===== config.mk =====
export PLATFORM = sky130hd
export DESIGN_NAME = fhd_dma
export DESIGN_NICKNAME = d
export VERILOG_FILES = /design/src/verilog/fhd_pkg.sv /design/src/verilog/fhd_dma.sv
export SDC_FILE = /design/constraint.sdc
export NUM_CORES = 1
export LEC_CHECK = 0
export BUFFER_PORTS_ARGS = -buffer_cell sky130_fd_sc_hd__buf_4
export CAP_MARGIN = 20
export CORE_MARGIN = 2
export CORE_UTILIZATION = 35
export DETAILED_ROUTE_END_ITERATION = 16
export SYNTH_ARGS = -nofsm -noshare
export SYNTH_HDL_FRONTEND = slang
export SYNTH_HIERARCHICAL = 1
export SYNTH_SLANG_ARGS = --single-unit

===== constraint.sdc =====
create_clock -name sys_clk -period 4.72 [get_ports sys_clk]
set_input_delay 0.472 -clock sys_clk [delete_from_list [all_inputs] [get_ports sys_clk]]
set_output_delay 0.472 -clock sys_clk [all_outputs]
set_load 0.03 [all_outputs]

===== src/verilog/fhd_pkg.sv =====
// Purpose: Shared constants and types for the host DMA engine of the ring network port
// Assumes: One clock, synchronous active-high reset, 8-bit host register path
// Notes: Byte lane 0 carries bits 31:24 of a register, lane 3 bits 7:0
package fhd_pkg;
  typedef logic [31:0] fhd_word_t;
  typedef logic [11:0] fhd_cnt_t;
  typedef enum logic [1:0] {ST_IDLE, ST_WAIT_G, ST_WAIT_D} fhd_state_t;

  // --------------------------------------------------
  // Register locations
  // --------------------------------------------------
  localparam fhd_word_t A_ADDR1 = 32'hF803130C;
  localparam fhd_word_t A_WC1 = 32'hF8031310;
  localparam fhd_word_t A_ADDR2 = 32'hF8031314;
  localparam fhd_word_t A_WC2 = 32'hF8031318;
  localparam fhd_word_t A_CLAIM = 32'hF803131C;
  localparam fhd_word_t A_CTRL = 32'hF8031320;
  localparam fhd_word_t A_STAT = 32'hF8031324;
  localparam fhd_word_t A_CAUSE = 32'hF8031328;
  localparam fhd_word_t A_MASK = 32'hF803132C;
  localparam fhd_word_t A_SRST = 32'hF8031330;
  localparam fhd_word_t A_SUM = 32'hF0EB1400;
  localparam fhd_word_t A_OVL_LO = 32'hF803131C;
  localparam fhd_word_t A_OVL_HI = 32'hF8031328;

  // --------------------------------------------------
  // Field positions and codes
  // --------------------------------------------------
  localparam int B_SUM_EN = 2;
  localparam int B_ZERO2 = 3;
  localparam int B_OWN_LO = 4;
  localparam int B_ARMED = 6;
  localparam int B_OVL_OWN = 13;
  localparam int B_OVL_ARM = 15;
  localparam logic [1:0] OWN_FREE = 2'h0;
  localparam logic [1:0] OWN_TX = 2'h1;
  localparam logic [1:0] OWN_RX = 2'h2;
  localparam logic [1:0] OWN_FREE2 = 2'h3;
  localparam logic [1:0] REQ_NONE = 2'h0;
  localparam logic [1:0] REQ_SYNC = 2'h2;
  localparam logic [1:0] LANE_LAST = 2'h3;
  localparam fhd_word_t WORD_STEP = 32'h00000004;

  // --------------------------------------------------
  // Reset values and buffer shape
  // --------------------------------------------------
  localparam logic [5:0] MASK_RST = 6'h00;
  localparam logic [4:0] SYNC_RST = 5'h07;
  localparam int FIFO_W = 32;
  localparam int FIFO_DEPTH = 16;
  localparam logic [4:0] RX_STOP_LVL = 5'h0E;
  localparam logic [4:0] TX_FULL_LVL = 5'h10;
endpackage


===== src/verilog/fhd_dma.sv =====
// Purpose: Host DMA engine between the controller buffer port and system memory
// Assumes: Buffer port and memory port run on sys_clk; interrupt and frame pins are async
// Notes: Leftover buffered words are flushed only by rst or by a subsystem reset
`timescale 1ns/10ps

module fhd_fifo
#(
  parameter int W = 32,
  parameter int DEPTH = 16
)
(
  // Clocking
  input wire logic sys_clk,
  input wire logic rst,
  input wire logic ce,
  input wire logic flush,
  // Fill side
  input wire logic [W-1:0] in_data,
  input wire logic in_valid,
  output logic in_ready,
  // Drain side
  output logic [W-1:0] out_data,
  output logic out_valid,
  input wire logic out_ready,
  // Fill level
  output logic [$clog2(DEPTH):0] level
);
  localparam int AW = $clog2(DEPTH);
  logic [W-1:0] mem_r [DEPTH];
  logic [AW-1:0] wp_r, wp_nxt, rp_r, rp_nxt;
  logic [AW:0] cnt_r, cnt_nxt;
  logic push, pop;

  // --------------------------------------------------
  // Pointer arithmetic
  // --------------------------------------------------
  always_comb
  begin
    push = in_valid && in_ready;
    pop = out_valid && out_ready;
    wp_nxt = push ? wp_r + 1'b1 : wp_r;
    rp_nxt = pop ? rp_r + 1'b1 : rp_r;
    cnt_nxt = cnt_r;
    if (push && !pop)
      cnt_nxt = cnt_r + 1'b1;
    else if (pop && !push)
      cnt_nxt = cnt_r - 1'b1;
  end

  always_ff @(posedge sys_clk)
  begin
    if (rst || (ce && flush))
    begin
      wp_r <= '0;
      rp_r <= '0;
      cnt_r <= '0;
    end
    else if (ce)
    begin
      wp_r <= wp_nxt;
      rp_r <= rp_nxt;
      cnt_r <= cnt_nxt;
    end
  end

  always_ff @(posedge sys_clk)
  begin
    if (ce && push)
      mem_r[wp_r] <= in_data;
  end

  assign in_ready = (cnt_r != DEPTH[AW:0]);
  assign out_valid = (cnt_r != '0);
  assign out_data = mem_r[rp_r];
  assign level = cnt_r;
endmodule

module fhd_dma
(
  // Clocking
  input wire logic sys_clk,
  input wire logic rst,
  input wire logic ce,
  // Host byte path
  input wire fhd_pkg::fhd_word_t host_addr,
  input wire logic [7:0] host_wdata,
  input wire logic host_wr,
  input wire logic host_rd,
  output logic [7:0] host_rdata,
  // Controller pins
  input wire logic controller_irq_line_a_n,
  input wire logic controller_irq_line_b_n,
  input wire logic phy_irq_line_n,
  input wire logic rx_pending,
  input wire logic frame_end_signal,
  output logic [1:0] service_request_code,
  output logic multicast_enable,
  output logic host_irq,
  output logic subsystem_reset_out,
  // Controller buffer port
  input wire fhd_pkg::fhd_word_t buf_rx_data,
  input wire logic buf_rx_valid,
  output logic buf_rx_ready,
  output fhd_pkg::fhd_word_t buf_tx_data,
  output logic buf_tx_valid,
  input wire logic buf_tx_ready,
  // Memory master
  output logic mem_req,
  output logic mem_we,
  output fhd_pkg::fhd_word_t mem_addr,
  output fhd_pkg::fhd_word_t mem_wdata,
  input wire logic mem_gnt,
  input wire fhd_pkg::fhd_word_t mem_rdata,
  input wire logic mem_rvalid
);
  import fhd_pkg::*;

  function automatic logic [7:0] lane_byte(input fhd_word_t w, input logic [1:0] lane);
    logic [7:0] b;
    b = w[31:24];
    case (lane)
      2'h1: b = w[23:16];
      2'h2: b = w[15:8];
      2'h3: b = w[7:0];
      default: b = w[31:24];
    endcase
    return b;
  endfunction

  // --------------------------------------------------
  // State
  // --------------------------------------------------
  logic [4:0] s1_r, s2_r, s2_nxt;
  logic fe_d_r, fe_d_nxt;
  fhd_word_t addr1_r, addr1_nxt, addr2_r, addr2_nxt;
  fhd_cnt_t wc1_r, wc1_nxt, wc2_r, wc2_nxt;
  logic [1:0] code_r, code_nxt, owner_r, owner_nxt;
  logic sum_en_r, sum_en_nxt, armed_r, armed_nxt;
  logic busy_r, busy_nxt, set2_r, set2_nxt;
  fhd_state_t st_r, st_nxt;
  fhd_word_t sum_r, sum_nxt, snap_r, snap_nxt;
  logic fe_seen_r, fe_seen_nxt, done_r, done_nxt;
  logic [5:0] mask_r, mask_nxt;
  logic [23:0] hold_r, hold_nxt;
  logic [7:0] rdata_r, rdata_nxt;
  logic srst_r, srst_nxt, irq_r, irq_nxt, rx_ready_r, rx_ready_nxt;
  fhd_word_t tx_data_r, tx_data_nxt, mem_addr_r, mem_addr_nxt, mem_wdata_r, mem_wdata_nxt;
  logic tx_valid_r, tx_valid_nxt, mem_req_r, mem_req_nxt, mem_we_r, mem_we_nxt;

  // Working signals
  fhd_word_t word_a, rv, wv, fifo_in_data, fifo_out_data;
  logic [1:0] lane, claim_owner;
  logic [4:0] cause, fifo_level;
  logic free, both_zero, rx_mode, tx_take, eng_pop, eng_push;
  logic fifo_in_valid, fifo_in_ready, fifo_out_valid, fifo_out_ready;
  fhd_cnt_t act_wc;

  fhd_fifo #(.W(FIFO_W), .DEPTH(FIFO_DEPTH)) u_fifo
  (
    .sys_clk(sys_clk),
    .rst(rst),
    .ce(ce),
    .flush(srst_r),
    .in_data(fifo_in_data),
    .in_valid(fifo_in_valid),
    .in_ready(fifo_in_ready),
    .out_data(fifo_out_data),
    .out_valid(fifo_out_valid),
    .out_ready(fifo_out_ready),
    .level(fifo_level)
  );

  // --------------------------------------------------
  // Next-state logic
  // --------------------------------------------------
  always_comb
  begin
    s2_nxt = s1_r;
    fe_d_nxt = s2_r[4];
    addr1_nxt = addr1_r;
    addr2_nxt = addr2_r;
    wc1_nxt = wc1_r;
    wc2_nxt = wc2_r;
    code_nxt = code_r;
    owner_nxt = owner_r;
    sum_en_nxt = sum_en_r;
    armed_nxt = armed_r;
    busy_nxt = busy_r;
    set2_nxt = set2_r;
    st_nxt = st_r;
    sum_nxt = sum_r;
    snap_nxt = snap_r;
    fe_seen_nxt = fe_seen_r;
    done_nxt = done_r;
    mask_nxt = mask_r;
    hold_nxt = hold_r;
    rdata_nxt = rdata_r;
    srst_nxt = 1'b0;
    tx_data_nxt = tx_data_r;
    tx_valid_nxt = tx_valid_r;
    mem_req_nxt = mem_req_r;
    mem_we_nxt = mem_we_r;
    mem_addr_nxt = mem_addr_r;
    mem_wdata_nxt = mem_wdata_r;
    eng_pop = 1'b0;
    eng_push = 1'b0;

    word_a = {host_addr[31:2], 2'h0};
    lane = host_addr[1:0];
    free = (owner_r == OWN_FREE) || (owner_r == OWN_FREE2);
    claim_owner = free ? OWN_TX : owner_r;
    both_zero = (wc1_r == '0) && (wc2_r == '0);
    cause = {done_r, s2_r[3], ~s2_r[2], ~s2_r[1], ~s2_r[0]};
    rx_mode = (owner_r == OWN_RX);
    act_wc = set2_r ? wc2_r : wc1_r;

    // Register read value; status bits above 1 read as zero except the owner and armed overlay in bits 15:13
    case (word_a)
      A_ADDR1: rv = addr1_r;
      A_WC1: rv = {20'h00000, wc1_r};
      A_ADDR2: rv = addr2_r;
      A_WC2: rv = {20'h00000, wc2_r};
      A_CTRL: rv = {25'h0000000, armed_r, owner_r, 1'b0, sum_en_r, code_r};
      A_STAT: rv = {30'h00000000, fe_seen_r, both_zero};
      A_CAUSE: rv = {27'h0000000, cause};
      A_MASK: rv = {26'h0000000, mask_r};
      A_SUM: rv = sum_r;
      default: rv = 32'h00000000;
    endcase
    if (word_a >= A_OVL_LO && word_a <= A_OVL_HI)
    begin
      rv[B_OVL_OWN +: 2] = (word_a == A_CLAIM) ? claim_owner : owner_r;
      rv[B_OVL_ARM] = (word_a == A_CLAIM && free) ? 1'b0 : armed_r;
    end

    // Byte passing: lane 0 read snapshots the word and takes the side effects
    if (host_rd)
    begin
      if (lane == 2'h0)
      begin
        snap_nxt = rv;
        rdata_nxt = rv[31:24];
        if (word_a == A_CLAIM && free)
        begin
          owner_nxt = OWN_TX;
          armed_nxt = 1'b0;
        end
        if (word_a == A_SUM)
        begin
          sum_nxt = 32'h00000000;
          fe_seen_nxt = 1'b0;
        end
        if (word_a == A_CAUSE)
          done_nxt = 1'b0;
      end
      else
        rdata_nxt = lane_byte(snap_r, lane);
    end

    // Lanes 0-2 are held, lane 3 commits the whole word
    wv = {hold_r, host_wdata};
    if (host_wr)
    begin
      if (word_a == A_SRST)
        srst_nxt = 1'b1;
      case (lane)
        2'h0: hold_nxt[23:16] = host_wdata;
        2'h1: hold_nxt[15:8] = host_wdata;
        2'h2: hold_nxt[7:0] = host_wdata;
        default: hold_nxt = hold_r;
      endcase
      if (lane == LANE_LAST)
      begin
        case (word_a)
          A_ADDR1: addr1_nxt = wv;
          A_WC1: wc1_nxt = wv[11:0];
          A_ADDR2: addr2_nxt = wv;
          A_WC2: wc2_nxt = wv[11:0];
          A_MASK: mask_nxt = wv[5:0];
          A_CTRL:
          begin
            code_nxt = wv[1:0];
            sum_en_nxt = wv[B_SUM_EN];
            owner_nxt = wv[B_OWN_LO +: 2];
            armed_nxt = wv[B_ARMED];
            if (wv[B_ZERO2])
            begin
              addr2_nxt = 32'h00000000;
              wc2_nxt = 12'h000;
            end
            if (wv[1:0] != REQ_NONE)
            begin
              busy_nxt = 1'b1;
              set2_nxt = 1'b0;
            end
          end
          default: wc1_nxt = wc1_nxt;
        endcase
      end
    end

    // Automatic receive start when armed and the engine is free
    // Any host access that cycle blocks it, so a claim read never loses the engine
    if (s2_r[3] && armed_r && free && !busy_r && !host_wr && !host_rd)
    begin
      owner_nxt = OWN_RX;
      code_nxt = REQ_SYNC;
      busy_nxt = 1'b1;
      set2_nxt = 1'b0;
    end

    // Engine: one word in flight; direction follows the owner bits
    case (st_r)
      ST_IDLE:
      begin
        if (busy_r)
        begin
          if (act_wc == '0)
          begin
            if (!set2_r && wc2_r != '0)
              set2_nxt = 1'b1;
            else
            begin
              busy_nxt = 1'b0;
              code_nxt = REQ_NONE;
              done_nxt = 1'b1;
            end
          end
          else if (rx_mode && fifo_out_valid)
          begin
            eng_pop = 1'b1;
            mem_req_nxt = 1'b1;
            mem_we_nxt = 1'b1;
            mem_addr_nxt = set2_r ? addr2_r : addr1_r;
            mem_wdata_nxt = fifo_out_data;
            st_nxt = ST_WAIT_G;
          end
          else if (!rx_mode && fifo_level < TX_FULL_LVL)
          begin
            mem_req_nxt = 1'b1;
            mem_we_nxt = 1'b0;
            mem_addr_nxt = set2_r ? addr2_r : addr1_r;
            st_nxt = ST_WAIT_G;
          end
        end
      end
      ST_WAIT_G:
      begin
        if (mem_gnt)
        begin
          mem_req_nxt = 1'b0;
          if (set2_r)
          begin
            addr2_nxt = addr2_r + WORD_STEP;
            wc2_nxt = wc2_r - 12'h001;
          end
          else
          begin
            addr1_nxt = addr1_r + WORD_STEP;
            wc1_nxt = wc1_r - 12'h001;
          end
          if (mem_we_r && sum_en_r)
            sum_nxt = sum_nxt + mem_wdata_r;
          st_nxt = mem_we_r ? ST_IDLE : ST_WAIT_D;
        end
      end
      ST_WAIT_D:
      begin
        if (mem_rvalid)
        begin
          eng_push = 1'b1;
          st_nxt = ST_IDLE;
        end
      end
      default: st_nxt = ST_IDLE;
    endcase

    // Edge of frame end wins over a same-cycle clear
    if (s2_r[4] && !fe_d_r)
      fe_seen_nxt = 1'b1;

    // Outbound output stage
    tx_take = !tx_valid_r || buf_tx_ready;
    if (!rx_mode && tx_take && fifo_out_valid)
    begin
      tx_data_nxt = fifo_out_data;
      tx_valid_nxt = 1'b1;
    end
    else if (buf_tx_ready)
      tx_valid_nxt = 1'b0;

    // Two words of slack cover the registered ready
    rx_ready_nxt = busy_nxt && (owner_nxt == OWN_RX) && (fifo_level < RX_STOP_LVL);
    irq_nxt = |(cause & mask_r[4:0]);

    fifo_in_data = rx_mode ? buf_rx_data : mem_rdata;
    fifo_in_valid = rx_mode ? (buf_rx_valid && rx_ready_r) : eng_push;
    fifo_out_ready = rx_mode ? eng_pop : tx_take;
  end

  // --------------------------------------------------
  // Registers
  // --------------------------------------------------
  always_ff @(posedge sys_clk)
  begin
    if (rst || (ce && srst_r))
    begin
      s1_r <= SYNC_RST;
      s2_r <= SYNC_RST;
      fe_d_r <= 1'b0;
      addr1_r <= '0;
      addr2_r <= '0;
      wc1_r <= '0;
      wc2_r <= '0;
      code_r <= REQ_NONE;
      owner_r <= OWN_FREE;
      sum_en_r <= 1'b0;
      armed_r <= 1'b0;
      busy_r <= 1'b0;
      set2_r <= 1'b0;
      st_r <= ST_IDLE;
      sum_r <= '0;
      snap_r <= '0;
      fe_seen_r <= 1'b0;
      done_r <= 1'b0;
      mask_r <= MASK_RST;
      hold_r <= '0;
      rdata_r <= 8'h00;
      srst_r <= 1'b0;
      irq_r <= 1'b0;
      rx_ready_r <= 1'b0;
      tx_data_r <= '0;
      tx_valid_r <= 1'b0;
      mem_req_r <= 1'b0;
      mem_we_r <= 1'b0;
      mem_addr_r <= '0;
      mem_wdata_r <= '0;
    end
    else if (ce)
    begin
      s1_r <= {frame_end_signal, rx_pending, phy_irq_line_n, controller_irq_line_b_n, controller_irq_line_a_n};
      s2_r <= s2_nxt;
      fe_d_r <= fe_d_nxt;
      addr1_r <= addr1_nxt;
      addr2_r <= addr2_nxt;
      wc1_r <= wc1_nxt;
      wc2_r <= wc2_nxt;
      code_r <= code_nxt;
      owner_r <= owner_nxt;
      sum_en_r <= sum_en_nxt;
      armed_r <= armed_nxt;
      busy_r <= busy_nxt;
      set2_r <= set2_nxt;
      st_r <= st_nxt;
      sum_r <= sum_nxt;
      snap_r <= snap_nxt;
      fe_seen_r <= fe_seen_nxt;
      done_r <= done_nxt;
      mask_r <= mask_nxt;
      hold_r <= hold_nxt;
      rdata_r <= rdata_nxt;
      srst_r <= srst_nxt;
      irq_r <= irq_nxt;
      rx_ready_r <= rx_ready_nxt;
      tx_data_r <= tx_data_nxt;
      tx_valid_r <= tx_valid_nxt;
      mem_req_r <= mem_req_nxt;
      mem_we_r <= mem_we_nxt;
      mem_addr_r <= mem_addr_nxt;
      mem_wdata_r <= mem_wdata_nxt;
    end
  end

  assign host_rdata = rdata_r;
  assign service_request_code = code_r;
  assign multicast_enable = mask_r[5];
  assign host_irq = irq_r;
  assign subsystem_reset_out = srst_r;
  assign buf_rx_ready = rx_ready_r;
  assign buf_tx_data = tx_data_r;
  assign buf_tx_valid = tx_valid_r;
  assign mem_req = mem_req_r;
  assign mem_we = mem_we_r;
  assign mem_addr = mem_addr_r;
  assign mem_wdata = mem_wdata_r;
endmodule


==> metrics <==
Initial DRC Count 3305; Startpoint Class input pin; Crit Path Max Fanout 23; diode count 0; first-pass GRT wire length 172000 um; Port Buffers 230; drt total wl 117000 um; HPWL Detailed 77800 um; routed via count 27600; fin crit period 4.07 ns; Slew headroom 26.5%; final non-filler cell total 4792; actual slew at the worst max-slew pin 1.10 ns; clock power share 46.5%; initial antenna violation count 5; outcome complete, no violations; gr ovfl total 0; Post-CTS Repair Setup Buffers 0; CTS tree yes; Max VDD drop 292 uV; Post-Synthesis Cells 3136; routability cong. 0.932; maximum clock frequency 0.246 GHz; Worst Skew 0.0334 ns; I/O pin total 231; max-slew violations 0; Leakage Power 14.7 nW; worst endpoint required time 5.25 ns; switching share of power 21.8%; P_sw 0.00342 W; Tightest Hold Check Type in2reg; CTS clk-pin slew, worst paths 0.06 ns; final hold vios 0; Die W 331 um; row count 119; Synth Warn # 6; share of cells above drive strength 1 20.6%; depth of the CTS H-tree 3; number of buffers created by CTS 89; Tot GR Track Use 21.0%; CP endpoint kind flop; Max clock buf depth 3; total power 0.0157 W; clock sinks 836; WL/cell 24.5 um; Worst R2R Setup Slack 0.94 ns; Synth Area per Inst 11.9 sq um; die extent in y 331 um; critical path class in2reg; largest net degree at the start of global routing 124; placed instance count 4627; RSZ-0062 raised after global routing no; die area 0.109 sq mm; synthesized cell area 0.0373 sq mm; Root Buffer clkbuf_16; combinational group share of total power 3.3%; Pre-Repair DR Iteration Count 7; Area Growth Syn to Fin 17.6%; syn_nets 3305; vias in the first global route 25800; internal power 0.0123 W; DRC Markers 0; Seq pwr share 50.2%; area of the core 0.106 sq mm; setup TNS 0 ns; Worst EP arrival 4.60 ns; Final setup viols 0; Max-Cap Viols 0; Final period util 86.2%; Final ANT Viol Nets 0; PwrDens 358 mW/mm^2; clk_lat worst skew 0.68 ns; Vias/cell 5.76; Final Core Density 41.6%; starting density of the core 35.3%; number of nets in the layout 3498
-- power by group through the flow --
stage / Sequential [W] / Clock, W / Combinational, W
2_1_floorplan: 0.00801 / 0 / 0.000286
3_3_place_gp: 0.00803 / 0 / 0.000508
3_5_place_dp: 0.00803 / 0 / 0.000517
4_1_cts: 0.00787 / 0.00743 / 0.000520
5_1_grt: 0.00787 / 0.00771 / 0.000567
6_report: 0.00787 / 0.00730 / 0.000522
-- per-stage QoR --
stage | cell area, sq um | hold slack (ns) | worst slack (ns)
2_1_floorplan | 37300 | 0.432 | 0.327
6_report | 43900 | 0.0355 | 0.650
3_3_place_gp | 40800 | 0.443 | 0.0958
5_1_grt | 43900 | 0.0434 | 0.387
3_5_place_dp | 40800 | 0.449 | 0.0441
4_1_cts | 43900 | 0.00669 | 0.727
-- worst paths after layout --
kind,depth (start not counted),endpoint,start
max,18,sum_r[28],host_addr[8]
max reg2reg,14,u_fifo/level[3],wc2_r[0]
min,3,s1_r[0],controller_irq_line_a_n
min reg2reg,2,buf_tx_data[19],buf_tx_data[19]
-- registers in the layout, indices dropped and copies added (netlist names), 2 cells and up, named ones only --
name / flops
u_fifo/mem_r: 512
mem_addr: 32
s2_r: 5
u_fifo/wp_r: 4
addr2_r: 32
buf_tx_data: 32
mem_wdata: 32
owner_r: 2
st_r: 2
wc2_r: 12
u_fifo/level: 5
addr1_r: 32
u_fifo/rp_r: 4
sum_r: 32
service_request_code: 2
s1_r: 5
mask_r: 6
hold_r: 24
host_rdata: 8
snap_r: 24
wc1_r: 12
-- worst max-delay path, cell delays in order --
cell      delay (ns)
buf_4           0.11
or4b_1          0.50
or4_1           0.46
nor3_4          0.31
and3_1          0.26
buf_12          0.18
nor2b_1         0.06
ha_1            0.21
inv_1           0.08
fa_1            0.20
nor2b_1         0.07
o211ai_1        0.23
a211oi_1        0.16
nor4b_1         0.50
nor4_1          0.13
a311oi_1        0.36
xor2_1          0.19
o21ai_0         0.10
-- layout by cell type (no fill, tap or decap), types with 10 or more instances in the layout --
cell type   instances
edfxtp_1          512
nand2_1           401
dfxtp_1           321
buf_4             316
a21oi_1           249
nor2_1            212
mux4_2            128
o21ai_0           126
a22oi_1            97
clkbuf_16          91
a211oi_1           65
nand3_1            57
mux2i_1            56
nor3_1             50
ha_1               48
a221oi_1           44
nor2b_1            43
mux2_2             41
inv_1              33
a31oi_1            30
and3_1             29
a222oi_1           23
o22ai_1            23
xnor2_1            23
a21o_1             23
nand4_1            21
nor4_1             17
and2_2             17
xor2_1             15
o211ai_1           15
clkbuf_8           15
or3_1              13
and2_1             13
clkinv_2           11
a311oi_1           10
clkinv_1           10
clkinvlp_4         10
clkbuf_1           10
-- metal layers --
layer / GRT usage (%) / up-vias / routed length, um
li1: - / 12400 / -
met1: 29.2 / 13700 / 49700
met2: 32.2 / 1316 / 52300
met3: 4.70 / 228 / 10900
met4: 7.58 / 8 / 4280
met5: 0 / - / 50
-- final cells by class --
class,count,area (sq um)
Timing Repair Buffer,327,2570
Inverter,33,124
Tap cell,1391,1740
Multi-Input combinational cell,2042,14500
Clock buffer,116,2520
Sequential cell,836,21900
Clock inverter,47,578
Fill cell,9847,61700
-- repair_timing --
item | in CTS | in global routing
hold buffers | 2 | 0
resized for setup | 0 | 0
endpoints found under the hold margin | 2 | 0
No activity file was read; power rests on OpenSTA's default activity.
